$ cat config.mk
export PLATFORM = sky130hd
export DESIGN_NAME = iosr_top
export DESIGN_NICKNAME = d
export VERILOG_FILES = /design/src/shared/iosr_pkg.sv /design/src/core/iosr_top.sv
export SDC_FILE = /design/constraint.sdc
export NUM_CORES = 1
export LEC_CHECK = 0
export ABC_AREA = 1
export BUFFER_PORTS_ARGS = -buffer_cell sky130_fd_sc_hd__buf_2
export CAP_MARGIN = 20
export CORE_ASPECT_RATIO = 1.5
export CORE_MARGIN = 2
export CORE_UTILIZATION = 45
export DETAILED_ROUTE_END_ITERATION = 10
export SLEW_MARGIN = 20
export SYNTH_ARGS = -nofsm -noshare
export SYNTH_HDL_FRONTEND = slang
export SYNTH_SLANG_ARGS = --single-unit
$ cat constraint.sdc
create_clock -name pclk -period 3.78 [get_ports pclk]
set_clock_uncertainty 0.1 [all_clocks]
set_input_delay 0.756 -clock pclk [delete_from_list [all_inputs] [get_ports pclk]]
set_output_delay 0.756 -clock pclk [all_outputs]
set_load 0.1 [all_outputs]
$ cat src/shared/iosr_pkg.sv
package iosr_pkg;

    // Unit population and numbering
    localparam int        NUNITS     = 4;
    localparam logic [7:0] DEV_BASE  = 8'h10;

    // Register byte offsets
    localparam logic [7:0] OFF_CMD    = 8'h00;
    localparam logic [7:0] OFF_RESULT = 8'h04;
    localparam logic [7:0] OFF_CTRL   = 8'h08;
    localparam logic [7:0] OFF_STATUS = 8'h0C;
    localparam logic [7:0] OFF_XCTL   = 8'h10;
    localparam logic [7:0] OFF_XDAT   = 8'h14;
    localparam logic [7:0] OFF_XGO    = 8'h18;
    localparam logic [7:0] OFF_XSTAT  = 8'h1C;

    // Field positions
    localparam int CMD_OP_LSB    = 8;
    localparam int RES_OC_LSB    = 16;
    localparam int CTRL_TEST     = 0;
    localparam int CTRL_OFFLINE  = 1;
    localparam int CTRL_IRQ_LSB  = 4;
    localparam int CTRL_UNAV_LSB = 8;
    localparam int STAT_PEND_LSB = 4;
    localparam int STAT_UNUS_LSB = 8;
    localparam int STAT_XBUSY    = 12;
    localparam int XSTAT_ST_LSB  = 16;
    localparam int XSTAT_BUSY    = 18;
    localparam int XGO_WRITE     = 0;
    localparam int XGO_READ      = 1;

    // Reset values
    localparam logic [31:0] CTRL_RESET = 32'h0000_0000;

    // Response codes {overflow, carry}
    localparam logic [1:0] OC_OK    = 2'h0;
    localparam logic [1:0] OC_REFU  = 2'h1;
    localparam logic [1:0] OC_BUSYX = 2'h2;
    localparam logic [1:0] OC_NONE  = 2'h3;

    // Condition encodings (device and controller alike)
    localparam logic [1:0] COND_READY = 2'h0;
    localparam logic [1:0] COND_NOOP  = 2'h1;
    localparam logic [1:0] COND_UNAV  = 2'h2;
    localparam logic [1:0] COND_BUSY  = 2'h3;

    // Pin synchroniser width
    localparam int SYNC_W = 5 * NUNITS + 19;

    typedef enum logic [2:0] {
        IOSR_START = 3'h0,
        IOSR_TEST  = 3'h1,
        IOSR_TDEV  = 3'h2,
        IOSR_HALT  = 3'h3,
        IOSR_ACK   = 3'h4,
        IOSR_RESET = 3'h5
    } iosr_op_e;

    typedef enum logic [1:0] {
        XD_IDLE = 2'h0,
        XD_HOLD = 2'h1,
        XD_DONE = 2'h3
    } iosr_xd_e;

    typedef struct packed {
        logic [1:0]  oc;
        logic [15:0] acc;
    } iosr_res_s;

    typedef struct packed {
        logic        req;
        logic        wr;
        logic [15:0] ctrl;
        logic [15:0] data;
        logic        data_oe;
    } iosr_xdio_s;

endpackage

$ cat src/core/iosr_top.sv
// The APB interface to the registers and the address map were chosen for this implementation.
module iosr_top
    import iosr_pkg::*;
(
    input  wire logic                       pclk,
    input  wire logic                       presetn,
    input  wire logic                       psel,
    input  wire logic                       penable,
    input  wire logic                       pwrite,
    input  wire logic [7:0]                 paddr,
    input  wire logic [31:0]                pwdata,
    output logic      [31:0]                prdata,
    output logic                            pready,
    output logic                            pslverr,
    input  wire logic [iosr_pkg::NUNITS-1:0] unit_done,
    input  wire logic [iosr_pkg::NUNITS-1:0] unit_unusual,
    input  wire logic [iosr_pkg::NUNITS-1:0] unit_chain,
    input  wire logic [iosr_pkg::NUNITS-1:0] unit_not_oper,
    input  wire logic [iosr_pkg::NUNITS-1:0] unit_auto,
    output logic      [iosr_pkg::NUNITS-1:0] unit_run,
    input  wire logic                       xdio_ack,
    input  wire logic [1:0]                 xdio_status,
    input  wire logic [15:0]                xdio_data_i,
    output iosr_pkg::iosr_xdio_s            xdio_out
);
    import iosr_pkg::*;

    localparam int N = NUNITS;

    // Pin synchroniser: three stages, filtered value moves when stages 2 and 3 agree
    logic [SYNC_W-1:0] s1, s2, s3, filt, next_filt;
    logic [SYNC_W-1:0] pins;

    assign pins = {unit_done, unit_unusual, unit_chain, unit_not_oper, unit_auto,
                   xdio_ack, xdio_status, xdio_data_i};

    always_comb begin
        next_filt = (~(s2 ^ s3) & s3) | ((s2 ^ s3) & filt);
    end

    always_ff @(posedge pclk or negedge presetn) begin
        if (!presetn) begin
            s1   <= '0;
            s2   <= '0;
            s3   <= '0;
            filt <= '0;
        end else begin
            s1   <= pins;
            s2   <= s1;
            s3   <= s2;
            filt <= next_filt;
        end
    end

    logic [N-1:0] done_f, unus_f, chain_f, noop_f, auto_f;
    logic         ack_f;
    logic [1:0]   xst_f;
    logic [15:0]  xdat_f;

    assign {done_f, unus_f, chain_f, noop_f, auto_f, ack_f, xst_f, xdat_f} = filt;

    // APB slave: one wait state so every output comes from a flop
    logic        wr_fire;
    logic        next_pready, next_pslverr;
    logic [31:0] next_prdata;
    logic        mapped;

    assign wr_fire = psel & penable & pready & pwrite;

    // Control and unit state
    logic [31:0]     ctrl, next_ctrl;
    logic [N-1:0]    busy, next_busy;
    logic [N-1:0]    pend, next_pend;
    logic [N-1:0]    unus, next_unus;
    logic [N-1:0]    done_q, chain_q, next_done_q, next_chain_q;
    logic [N-1:0]    next_run;
    iosr_res_s       result, next_result;
    logic [15:0]     xctl, next_xctl, xdat, next_xdat, xrd, next_xrd;
    logic [1:0]      xst, next_xst;
    iosr_xd_e        xstate, next_xstate;
    iosr_xdio_s      next_xdio;

    logic            test_mode, ctl_off;
    logic [N-1:0]    irq_en, unav;

    assign test_mode = ctrl[CTRL_TEST];
    assign ctl_off   = ctrl[CTRL_OFFLINE];
    assign irq_en    = ctrl[CTRL_IRQ_LSB +: N];
    assign unav      = ctrl[CTRL_UNAV_LSB +: N];

    // Status byte per unit, doc bit 0 at byte MSB
    logic [1:0] ctl_cond;
    logic [7:0] stat_b [N];

    always_comb begin
        if (|busy) begin
            ctl_cond = COND_BUSY;
        end else if (ctl_off) begin
            ctl_cond = COND_NOOP;
        end else begin
            ctl_cond = COND_READY;
        end
    end

    generate
        for (genvar g = 0; g < N; g++) begin : g_stat
            logic [1:0] dcond;
            always_comb begin
                if (noop_f[g]) begin
                    dcond = COND_NOOP;
                end else if (unav[g]) begin
                    dcond = COND_UNAV;
                end else if (busy[g]) begin
                    dcond = COND_BUSY;
                end else begin
                    dcond = COND_READY;
                end
            end
            // Bit 0 pending, 1-2 device, 3 mode, 4 unusual, 5-6 controller, 7 zero
            assign stat_b[g] = {pend[g], dcond, auto_f[g], unus[g], ctl_cond, 1'b0};
        end
    endgenerate

    // Command decode: match, start acceptance and acknowledge priority
    logic           cmd_fire;
    logic [2:0]     op;
    logic [7:0]     dev;
    logic           hit;
    int             hidx;
    logic           any_pend;
    int             pidx;
    logic           elsewhere;
    logic           can_start;

    assign cmd_fire = wr_fire & (paddr == OFF_CMD);
    assign op       = pwdata[CMD_OP_LSB +: 3];
    assign dev      = pwdata[7:0];

    always_comb begin
        hit      = 1'b0;
        hidx     = 0;
        any_pend = 1'b0;
        pidx     = 0;
        for (int i = 0; i < N; i++) begin
            if (dev == DEV_BASE + 8'(i)) begin
                hit  = 1'b1;
                hidx = i;
            end
        end
        // Lowest unit index has highest priority
        for (int i = N - 1; i >= 0; i--) begin
            if (pend[i]) begin
                any_pend = 1'b1;
                pidx     = i;
            end
        end
    end

    // Controller serves one unit at a time; another unit busy blocks status
    assign elsewhere = hit & (|(busy & ~(N'(1) << hidx)));
    assign can_start = hit && !pend[hidx] && !noop_f[hidx] && !unav[hidx]
                       && !busy[hidx] && ctl_cond == COND_READY;

    // Next state for units, result and control
    always_comb begin
        next_busy    = busy;
        next_pend    = pend;
        next_unus    = unus;
        next_result  = result;
        next_ctrl    = ctrl;
        next_done_q  = done_f;
        next_chain_q = chain_f;
        // Keep number bits, status bits zero unless a unit answers; an acknowledge with nothing pending zeroes both
        if (cmd_fire) begin
            next_result.acc = {8'h00, dev};
            next_result.oc  = OC_NONE;
            case (op)
                IOSR_START, IOSR_TEST: begin
                    if (elsewhere) begin
                        next_result.oc = OC_BUSYX;
                    end else if (hit) begin
                        next_result.acc[15:8] = stat_b[hidx];
                        next_result.oc = can_start ? OC_OK : OC_REFU;
                        if (op == IOSR_START && can_start) begin
                            next_busy[hidx] = 1'b1;
                            next_unus[hidx] = 1'b0;
                        end
                    end
                end
                IOSR_TDEV: begin
                    if (elsewhere) begin
                        next_result.oc = OC_BUSYX;
                    end else if (hit) begin
                        next_result.acc[15:8] = stat_b[hidx];
                        next_result.oc = test_mode ? OC_REFU : OC_OK;
                    end
                end
                IOSR_HALT: begin
                    if (elsewhere) begin
                        next_result.oc = OC_BUSYX;
                    end else if (hit) begin
                        next_result.acc[15:8] = stat_b[hidx];
                        next_result.oc = busy[hidx] ? OC_REFU : OC_OK;
                        next_busy[hidx] = 1'b0;
                        next_pend[hidx] = 1'b0;
                        if (busy[hidx]) begin
                            next_unus[hidx] = 1'b1;
                        end
                    end
                end
                IOSR_ACK: begin
                    if (any_pend) begin
                        next_result.acc = {stat_b[pidx], DEV_BASE + 8'(pidx)};
                        next_result.oc  = (unus[pidx] || test_mode) ? OC_REFU : OC_OK;
                        next_pend[pidx] = 1'b0;
                    end else begin
                        next_result.acc = 16'h0000;
                        next_result.oc  = OC_NONE;
                    end
                end
                IOSR_RESET: begin
                    next_result.oc = OC_OK;
                end
                default: begin
                    next_result.oc = OC_BUSYX;
                end
            endcase
        end
        // Device events; a set here wins over a clear in the same cycle, except the reset instruction's clear below
        for (int i = 0; i < N; i++) begin
            if (done_f[i] && !done_q[i] && busy[i]) begin
                next_busy[i] = 1'b0;
                next_unus[i] = unus_f[i];
                if (irq_en[i]) begin
                    next_pend[i] = 1'b1;
                end
            end
            if (chain_f[i] && !chain_q[i] && busy[i] && irq_en[i]) begin
                next_pend[i] = 1'b1;
            end
        end
        if (wr_fire && paddr == OFF_CTRL) begin
            next_ctrl = pwdata;
        end
        // Reset instruction returns every unit and the interrupt state to idle
        if (cmd_fire && op == IOSR_RESET) begin
            next_busy = '0;
            next_pend = '0;
            next_unus = '0;
        end
        // Manual-mode unit holds its accepted start until automatic
        next_run = next_busy & auto_f;
    end

    always_ff @(posedge pclk or negedge presetn) begin
        if (!presetn) begin
            busy     <= '0;
            pend     <= '0;
            unus     <= '0;
            done_q   <= '0;
            chain_q  <= '0;
            unit_run <= '0;
            result   <= '0;
            ctrl     <= CTRL_RESET;
        end else begin
            busy     <= next_busy;
            pend     <= next_pend;
            unus     <= next_unus;
            done_q   <= next_done_q;
            chain_q  <= next_chain_q;
            unit_run <= next_run;
            result   <= next_result;
            ctrl     <= next_ctrl;
        end
    end

    // External direct-I/O handshake: lines held from request until acknowledge
    logic xgo_wr, xgo_rd, xreset;

    assign xgo_wr = wr_fire && paddr == OFF_XGO && pwdata[XGO_WRITE];
    assign xgo_rd = wr_fire && paddr == OFF_XGO && pwdata[XGO_READ];
    assign xreset = cmd_fire && op == IOSR_RESET;

    always_comb begin
        next_xstate = xstate;
        next_xdio   = xdio_out;
        next_xctl   = xctl;
        next_xdat   = xdat;
        next_xrd    = xrd;
        next_xst    = xst;
        // Staging registers ignored mid-transfer so lines stay stable
        if (wr_fire && paddr == OFF_XCTL && xstate == XD_IDLE) begin
            next_xctl = pwdata[15:0];
        end
        if (wr_fire && paddr == OFF_XDAT && xstate == XD_IDLE) begin
            next_xdat = pwdata[15:0];
        end
        case (xstate)
            XD_IDLE: begin
                if ((xgo_wr || xgo_rd) && !ack_f) begin
                    next_xstate       = XD_HOLD;
                    next_xdio.req     = 1'b1;
                    next_xdio.wr      = xgo_wr;
                    next_xdio.ctrl    = xctl;
                    next_xdio.data    = xgo_wr ? xdat : 16'h0000;
                    next_xdio.data_oe = xgo_wr;
                end
            end
            XD_HOLD: begin
                if (ack_f) begin
                    next_xst          = xst_f;
                    next_xrd          = xdio_out.wr ? xrd : xdat_f;
                    next_xstate       = XD_DONE;
                    next_xdio.req     = 1'b0;
                    next_xdio.data_oe = 1'b0;
                end
            end
            XD_DONE: begin
                // Wait for the acknowledge to drop before a new transfer
                if (!ack_f) begin
                    next_xstate = XD_IDLE;
                end
            end
            default: begin
                next_xstate = XD_IDLE;
            end
        endcase
        if (xreset) begin
            next_xstate = XD_IDLE;
            next_xdio   = '0;
        end
    end

    always_ff @(posedge pclk or negedge presetn) begin
        if (!presetn) begin
            xstate   <= XD_IDLE;
            xdio_out <= '0;
            xctl     <= '0;
            xdat     <= '0;
            xrd      <= '0;
            xst      <= '0;
        end else begin
            xstate   <= next_xstate;
            xdio_out <= next_xdio;
            xctl     <= next_xctl;
            xdat     <= next_xdat;
            xrd      <= next_xrd;
            xst      <= next_xst;
        end
    end

    // Read mux and handshake; unmapped addresses answer with an error
    always_comb begin
        mapped      = 1'b1;
        next_prdata = 32'h0000_0000;
        if (paddr == OFF_CMD) begin
            next_prdata = 32'h0000_0000;
        end else if (paddr == OFF_RESULT) begin
            next_prdata[17:0] = {result.oc, result.acc};
        end else if (paddr == OFF_CTRL) begin
            next_prdata = ctrl;
        end else if (paddr == OFF_STATUS) begin
            next_prdata[N-1:0]                 = busy;
            next_prdata[STAT_PEND_LSB +: N]    = pend;
            next_prdata[STAT_UNUS_LSB +: N]    = unus;
            next_prdata[STAT_XBUSY]            = (xstate != XD_IDLE);
        end else if (paddr == OFF_XCTL) begin
            next_prdata[15:0] = xctl;
        end else if (paddr == OFF_XDAT) begin
            next_prdata[15:0] = xdat;
        end else if (paddr == OFF_XGO) begin
            next_prdata = 32'h0000_0000;
        end else if (paddr == OFF_XSTAT) begin
            next_prdata[15:0]               = xrd;
            next_prdata[XSTAT_ST_LSB +: 2]  = xst;
            next_prdata[XSTAT_BUSY]         = (xstate != XD_IDLE);
        end else begin
            mapped = 1'b0;
        end
        next_pready  = psel & penable & ~pready;
        next_pslverr = psel & penable & ~pready & ~mapped;
        if (!(psel && penable && !pready) || pwrite) begin
            next_prdata = 32'h0000_0000;
        end
    end

    always_ff @(posedge pclk or negedge presetn) begin
        if (!presetn) begin
            prdata  <= '0;
            pready  <= 1'b0;
            pslverr <= 1'b0;
        end else begin
            prdata  <= next_prdata;
            pready  <= next_pready;
            pslverr <= next_pslverr;
        end
    end

endmodule

# Word-level counts from Yosys, hierarchy flattened
# Cells that the tools add are included.
# Widths: inputs -> output; s select.
# classes
addsub,1
multipliers,0
div_mod_pow,0
magnitude_cmp,6
eq_ne,45
n_shift,1
mux,147
bitwise_logic,28
reduce_logical,86
# ops
cell,n
$mux 32,8
$ne 4x4->1 const B,24
$mux 4,20
$and 39x39->39,2
$mux 35,2
$eq 8x5->1 const B,8
$ge 32x1->1 const B,2
$ge 32x3->1 const B,2
$lt 32x4->1 const B,2
$mux 8,8
$not 32->32,2
$mux 1,55
$mux 16,3
$mux 2,21
$logic_and 1x1->1,40
$not 39->39,1
$or 39x39->39,1
$xor 39x39->39,1
$mux 19,2
$mux 18,2
$mux 33,1
$bmux 8 s2,2
$pmux 8 s4,1
$reduce_and 8->1,4
other kinds (39),100
# totals
ff_bits,351
latchBits,0
ramBits,0
mem_bits_ro,0
in_bits,84
output_inout_bits,73
n_memories,0

# Logic depth before layout (Yosys ltp)
# Gate-level depths: netlist (run 1).
# depth
ltp_word,22
mapped_depth,14
mapped_depth_nobuf,14

# Least setup slack after synthesis (run 1)
# OpenSTA, ideal clock, no wires.
# synth_path
path_type,reg2reg
startpoint,reg pready
endpoint,reg xdio_out[4] (netlist name)
arrival_time_ns,2.151
required_time_ns,3.550
slack_ns,1.399
path_stages_with_launch,11
path_buffers,1
synth_period_minus_slack_ns,2.381
path_cell_list,dfrtp_1 > nand4_1 > inv_1 > nand2_2 > nor2_4 > nand3_2 > nor2_8 > inv_2 > buf_2 > nand3_1 > o21ai_0
# synth_between
elab_chain_len,8
# synth_lines
item,line,source
start: declaration,iosr_top.sv:13,"output logic pready,"
start signal: assignment,iosr_top.sv:394,pready <= next_pready;
$and 1x1->1 (*) (2 in a row),iosr_top.sv:68,assign wr_fire = psel & penable & pready & pwrite;
$logic_and 1x1->1,"iosr_top.sv:280, iosr_top.sv:281",
$logic_and 1x1->1 (on tied branches),"iosr_top.sv:280, iosr_top.sv:281",
$mux 16 or $logic_or 1x1->1 (tied branches),"iosr_top.sv:305, iosr_top.sv:300",
$mux 35 or $logic_and 1x1->1 (tied branches),iosr_top.sv:300,if ((xgo_wr || xgo_rd) && !ack_f) begin
$mux 33 or $reduce_bool 2->1 (tied branches),--,
$mux 35 or $reduce_and 2->1 (tied branches),--,
end signal: assignment,iosr_top.sv:344,xdio_out <= next_xdio;
end: declaration,iosr_top.sv:24,output iosr_pkg::iosr_xdio_s xdio_out
# Every way passes the cells marked *; elsewhere a longest branch is shown, timed or not. The select of a mux whose other input is x is not followed.
# A chain may end at the register's enable or synchronous reset.

# Final worst setup path (run 1)
# layout_path
startpoint,in paddr[1]
endpoint,reg xdio_out[34] (netlist name)
# layout_between
elab_chain_len,7
# layout_lines
item,line,source
start: declaration,iosr_top.sv:10,"input wire logic [7:0] paddr,"
$eq 8x5->1,"iosr_top.sv:280, iosr_top.sv:281",
$logic_and 1x1->1,"iosr_top.sv:280, iosr_top.sv:281",
$logic_and 1x1->1 (on tied branches),"iosr_top.sv:280, iosr_top.sv:281",
$logic_or 1x1->1,iosr_top.sv:300,
$logic_and 1x1->1,iosr_top.sv:300,
$ne 3x2->1 (no line),--,
$reduce_and 3->1 (no line),--,
# Several ways; a longest one is shown, not always the timed one.

==> impl_metrics.toml, run 1 <==
[floorplan]
dieArea_sq_um = 31100
start_util_pct = 45.5
ios = 157
core_area_sq_um = 29400
dieHeight_um = 215
num_rows = 77
die_w_um = 145

[timing]
worst_slew_pin_slew_ns = 0.898
rsz0062_at_grt = "false"
drv_slew = 0
hold_violations = 0
relSlewSlack_pct = 39.9
fin_setup_tns_ns = 0
clock.fmax_mhz = 418
finalCritPeriodShare_pct = 63.3
final-setup-viol-count = 0
fin_crit_ns = 2.39

[synth]
synth_area_sq_um = 13400
synthAdderAreaFrac_pct = 2.92
yosysUniqueCellTypes = 46
synth.top_cell.area_share_pct = 65.6
ys_async_sr_fraction_pct = 100
synth_top_family_by_area = "simple AND/OR/NAND/NOR gates"
ys_ff_latch = 350
synth_nets = 1320
synthFlopType = "dfrtp_1"
yosysTopAreaCell = "dfrtp_1"
synth.top_cells.by_area = "dfrtp_1, nand2_1, o21ai_0"
synthCells = 1236
synth_xor_area_share_pct = 0
yosysMostFrequentCell = "dfrtp_1"
synth_compound_area_share_pct = 10.0
synth.area.mux_share_pct = 2.87
synth_simple_gate_area_share_pct = 14.3
ys_top_cells_by_count = "dfrtp_1, nand2_1, o21ai_0, inv_1, nor2_1"
ys_warn_count = 0
synth-edff-count = 0
ys_seq_area_share_pct = 65.6
synth.avg_cell_area_sq_um = 10.8

[route]
wl_per_cell_um = 19.3
vias = 9468
detail-route-antenna-nets = 0
viasPerCell = 5.18
drc_errors = 0
firstDrtPassIters = 5
drt_iter0_drc = 691
wl_um = 35400

[flow_run]
max-cap-violations = 0

[global_routing]
grtUsageTotal_pct = 23.4
grt_pass1_wl_um = 54500
grt-ovfl-total = 0
antenna_found_initial = 1
grt_start_max_net_pins = 90
grt_pass1_vias = 9352

[cts]
cts_resized = 0
h-tree-depth = 2
clk_latency_ns = 0.53
cts_tree = "done"
clockBufferDepth = 3
numCtsBuffers = 35
cts.sinks = 350
postCtsHoldBufs = 0
post_cts_buffers = 0
root_buffer = "clkbuf_16"
path_clk_slew_ns = 0.06

[finish]
nets = 1494
num_antenna_cells = 0
nFillCells = 2581
drive_above_1_share_pct = 21.8
area_delta_synth_final_pct = 18.3

[power_and_ir_drop]
p_leak_uw = 0.00766
power_uw = 7670
max-vdd-ir-drop_mv = 0.387
p_per_area_nw_per_um2 = 485

[worst_setup_path]
cp.arrival_ns = 2.69
cp-start-kind = "input port"
setup.worst_path.end_class = "flip-flop"
crit_type = "input port to flip-flop"
path_max_fanout = 37
cp.required_ns = 4.08

[place]
numPortBuffers = 156
place_congestion = 0.935
dp_hpwl_um = 25800

[status]
status = "completed"

[min_path]
hold_path.class = "input port to async pin"
worst paths after layout:
path                                 start           end  slack (ns)  depth (start not counted)
max reg2reg                        pend[0]    result[13]        1.46                          9
min in group pclk          xdio_data_i[15]        s1[15]        0.22                          1
max                               paddr[1]  xdio_out[34]        1.39                         12
min reg2reg                          s1[7]         s2[7]        0.24                          0
min                                presetn        s2[27]        0.14                          1
max in group asynchronous          presetn     async pin        2.52                          2
layout make-up:
class	count	area (sq um)	share of cell area [%]
sequential	350	8760	55.4
timing repair buffer	179	1000	6.33
inverter	99	372	2.35
tap	395	494	3.13
clock buffer	49	1010	6.39
clock inverter	12	143	0.902
multi-input combinational	745	4030	25.5
logic make-up after synthesis:
kind of cell	after synthesis
buffers and inverters	141
flip-flops	350
adder cells (fa/ha/maj)	39
AO/OA/AOI/OAI	237
AND/OR/NAND/NOR	435
multiplexers	34
through the flow:
stage / utilization (%) / instance area (sq um) / hold WS [ns] / cells / worst slack [ns]
floorplan: - / 13400 / 0.231 / 1236 / 1.40
global placement: 49.9 / 14700 / 0.232 / 1768 / 0.827
detailed placement: 49.9 / 14700 / 0.235 / 1768 / 0.822
CTS: 53.8 / 15800 / 0.169 / 1829 / 1.38
global route: 53.8 / 15800 / 0.187 / 1829 / 1.20
finish: 53.8 / 15800 / 0.143 / 1829 / 1.39
layout by cell type, fill, tap and decap left out, types with 4 or more instances in the layout:
cell type | synthesis | final
o31ai_1 | 8 | 8
buf_4 | 1 | 20
nand4_1 | 9 | 9
buf_2 | 20 | 155
clkbuf_16 | 0 | 36
inv_6 | 0 | 4
a21oi_1 | 67 | 67
nand2_1 | 257 | 257
o21ai_2 | 7 | 7
o211ai_1 | 21 | 21
clkbuf_1 | 18 | 7
nand3_1 | 62 | 61
nor2_1 | 70 | 70
nor2_4 | 7 | 7
inv_1 | 89 | 89
nand2_2 | 5 | 5
o21ai_1 | 8 | 8
dfrtp_1 | 350 | 350
clkbuf_8 | 0 | 6
o21ai_0 | 110 | 110
nor2_2 | 9 | 9
inv_2 | 7 | 7
maj3_1 | 39 | 39
mux2_2 | 34 | 34
report_power, final:
group | internal [uW] | total (uW) | switching, uW
registers | 3870 | 3930 | 65.7
clock network | 2020 | 3450 | 1430
logic | 96.3 | 290 | 194
critical path, stage by stage:
cell	delay, ns
buf_2	0.10
nor2_2	0.18
nand3_1	0.16
nor2_2	0.19
nand2_2	0.08
inv_2	0.26
nand4_4	0.22
buf_4	0.33
nand2_1	0.15
nand3_1	0.13
nand2_1	0.08
nand2_1	0.04
metal layers:
layer / share of wire, % / global-route usage (%) / vias to the layer above
met5: 0.034 / 0 / -
met3: 4.7 / 3.59 / 94
met1: 41 / 29.8 / 4619
li1: - / - / 4452
met2: 50 / 39.1 / 301
met4: 4.9 / 11.0 / 2
(Power assumes the default switching activity.)
==> run 2: changes to the inputs <==
==> constraint.sdc (replaced) <==
create_clock -name pclk -period 2.4 [get_ports pclk]
set_clock_uncertainty 0.1 [all_clocks]
set_input_delay 0.48 -clock pclk [delete_from_list [all_inputs] [get_ports pclk]]
set_output_delay 0.48 -clock pclk [all_outputs]
set_load 0.1 [all_outputs]
==> run 2 against run 1 <==
Compared with the run above:
- largest cell class unchanged
- setup slack got worse by 1.1 ns
- total power grew 55%
- sequential power rose by 58%
- critical path type is now flip-flop to flip-flop
- highest routed layer is now met4
==> impl_metrics.toml, run 2 (synthesis results as in run 1) <==
[power_and_ir_drop]
p_per_area_nw_per_um2 = 709
max-vdd-ir-drop_mv = 0.601
switching_share_pct = 22.2
seqPwrFrac_pct = 52.0
power_frac_comb_pct = 4.7
power_switching_uw = 2640
p_leak_uw = 0.00818
internal_power_uw = 9260
pwr-share-clk_pct = 43.3

[finish]
nets = 1605
multiInputGateArea_sq_um = 4030
final_core_util_pct = 57.1
area_delta_synth_final_pct = 25.5
nFillCells = 2593
regArea_sq_um = 8760
layout_commonest_cell = "dfrtp_1"
stdcell_count = 1942
final_cell_mix = "dfrtp_1, nand2_1, buf_2"
drive_above_1_share_pct = 24.9

[floorplan]
core_area_sq_um = 29400
ios = 157
num_rows = 77
dieArea_sq_um = 31100
start_util_pct = 45.5
die_w_um = 145
dieHeight_um = 215

[worst_setup_path]
cp.required_ns = 2.76
critPathLaunch = "busy[0]"
worstReg2RegStart = "busy[0]"
path_max_fanout = 5
crit_chain = "nor2_1 -> nand2_1 -> nor2_2 -> nand3_1 -> nor2_1 -> nand3_1 -> buf_4 -> nor2_2 -> nand3_1 -> nand3_1 -> nand2_1 -> nor2_1"
cp.arrival_ns = 2.50
cp-start-kind = "flip-flop"
slowest_delay_ns = 0.49
cpMaxStageDelayCell = "dfrtp_2"
crit_type = "flip-flop to flip-flop"
critPathTopFamily = "simple AND/OR/NAND/NOR gates"
setup.worst_path.end_class = "flip-flop"
path_buf_inv = 1
path_common_cell = "nand3_1"

[timing]
worst_slack_ns = 0.261
final-setup-viol-count = 0
drv_slew = 0
rsz0062_at_grt = "false"
hold_slack_ns = 0.0878
worst_slew_pin_slew_ns = 0.610
clock.fmax_mhz = 467
relSlewSlack_pct = 59.3
fin_setup_tns_ns = 0
finalCritPeriodShare_pct = 89.1
hold_violations = 0
fin_crit_ns = 2.14

[route]
viasPerCell = 5.07
drc_errors = 0
wl_um = 37600
firstDrtPassIters = 8
detail-route-antenna-nets = 0
vias = 9838
drt_iter0_drc = 580
wl_per_cell_um = 19.4

[cts]
post_cts_buffers = 0
cts_tree = "done"
clockBufferDepth = 3
clk_latency_ns = 0.53
numCtsBuffers = 34
root_buffer = "clkbuf_16"
cts.sinks = 350
path_clk_slew_ns = 0.06
h-tree-depth = 2

[global_routing]
antenna_found_initial = 2
grt_pass1_vias = 10100
grt-ovfl-total = 0
grt_pass1_wl_um = 58200
grt_start_max_net_pins = 68
grtUsageTotal_pct = 25.2

[status]
status = "completed"

[place]
numPortBuffers = 156
dp_hpwl_um = 27600
place_congestion = 0.927
dp_cells = 1840
dp_slack_ns = -0.0636

[flow_run]
max-cap-violations = 0

[min_path]
worstHoldStart = "pwdata[21]"
hold_path.class = "input port to flip-flop"
## run 2: timing repair
action / CTS / global route
hold buffers: 40 / 0
hold endpoints to repair: 85 / 0
gates resized for setup: 0 / 2
setup endpoints to repair: 0 / 11
## run 2: final cells by class
| cell class | count | area share, % |
|---|---|---|
| clock inverter | 10 | 0.366 |
| tap | 395 | 2.95 |
| multi-input combinational | 745 | 24.1 |
| sequential | 350 | 52.2 |
| timing repair buffer | 291 | 12.1 |
| inverter | 99 | 2.22 |
| antenna | 1 | 0.0149 |
| clock buffer | 51 | 6.06 |
## run 2: through the flow
stage               power (uW)  instance area [sq um]
floorplan                 6450                  13400
global placement          6810                  15300
detailed placement        6820                  15300
CTS                      12000                  16800
global route             12400                  16800
finish                   11900                  16800
## run 2: worst paths after layout
kind                               end  slack [ns]  cells past startpoint
setup / recovery           unit_run[1]        0.26                     12
hold / removal                ctrl[21]        0.09                      2
setup reg to reg           unit_run[1]        0.26                     12
hold reg to reg                 s2[26]        0.25                      0
max in group asynchronous        s3[3]        1.06                      3
min in group asynchronous       s3[35]        0.38                      2
## run 2: layer usage
| layer | routed length (um) | global-route usage, % | vias to the layer above |
|---|---|---|---|
| li1 | - | - | 4670 |
| met4 | 1760 | 11.7 | 0 |
| met1 | 15400 | 32.2 | 4830 |
| met2 | 19000 | 42.2 | 253 |
| met3 | 1470 | 3.54 | 85 |
| met5 | 0 | 0 | - |
## run 2: power by group through the flow
stage / clock [uW] / sequential [uW] / combinational [uW]
final: 5150 / 6190 / 561
after global routing: 5520 / 6210 / 627
after CTS: 5260 / 6190 / 573
after detailed placement: 0 / 6300 / 520
after global placement: 0 / 6290 / 514
after floorplan: 0 / 6280 / 166
## run 2: worst register-to-register path: stages (launching register included)
cell	delay [ns]
dfrtp_2	0.49
nor2_1	0.13
nand2_1	0.12
nor2_2	0.19
nand3_1	0.10
nor2_1	0.11
nand3_1	0.11
buf_4	0.16
nor2_2	0.16
nand3_1	0.09
nand3_1	0.11
nand2_1	0.10
nor2_1	0.10
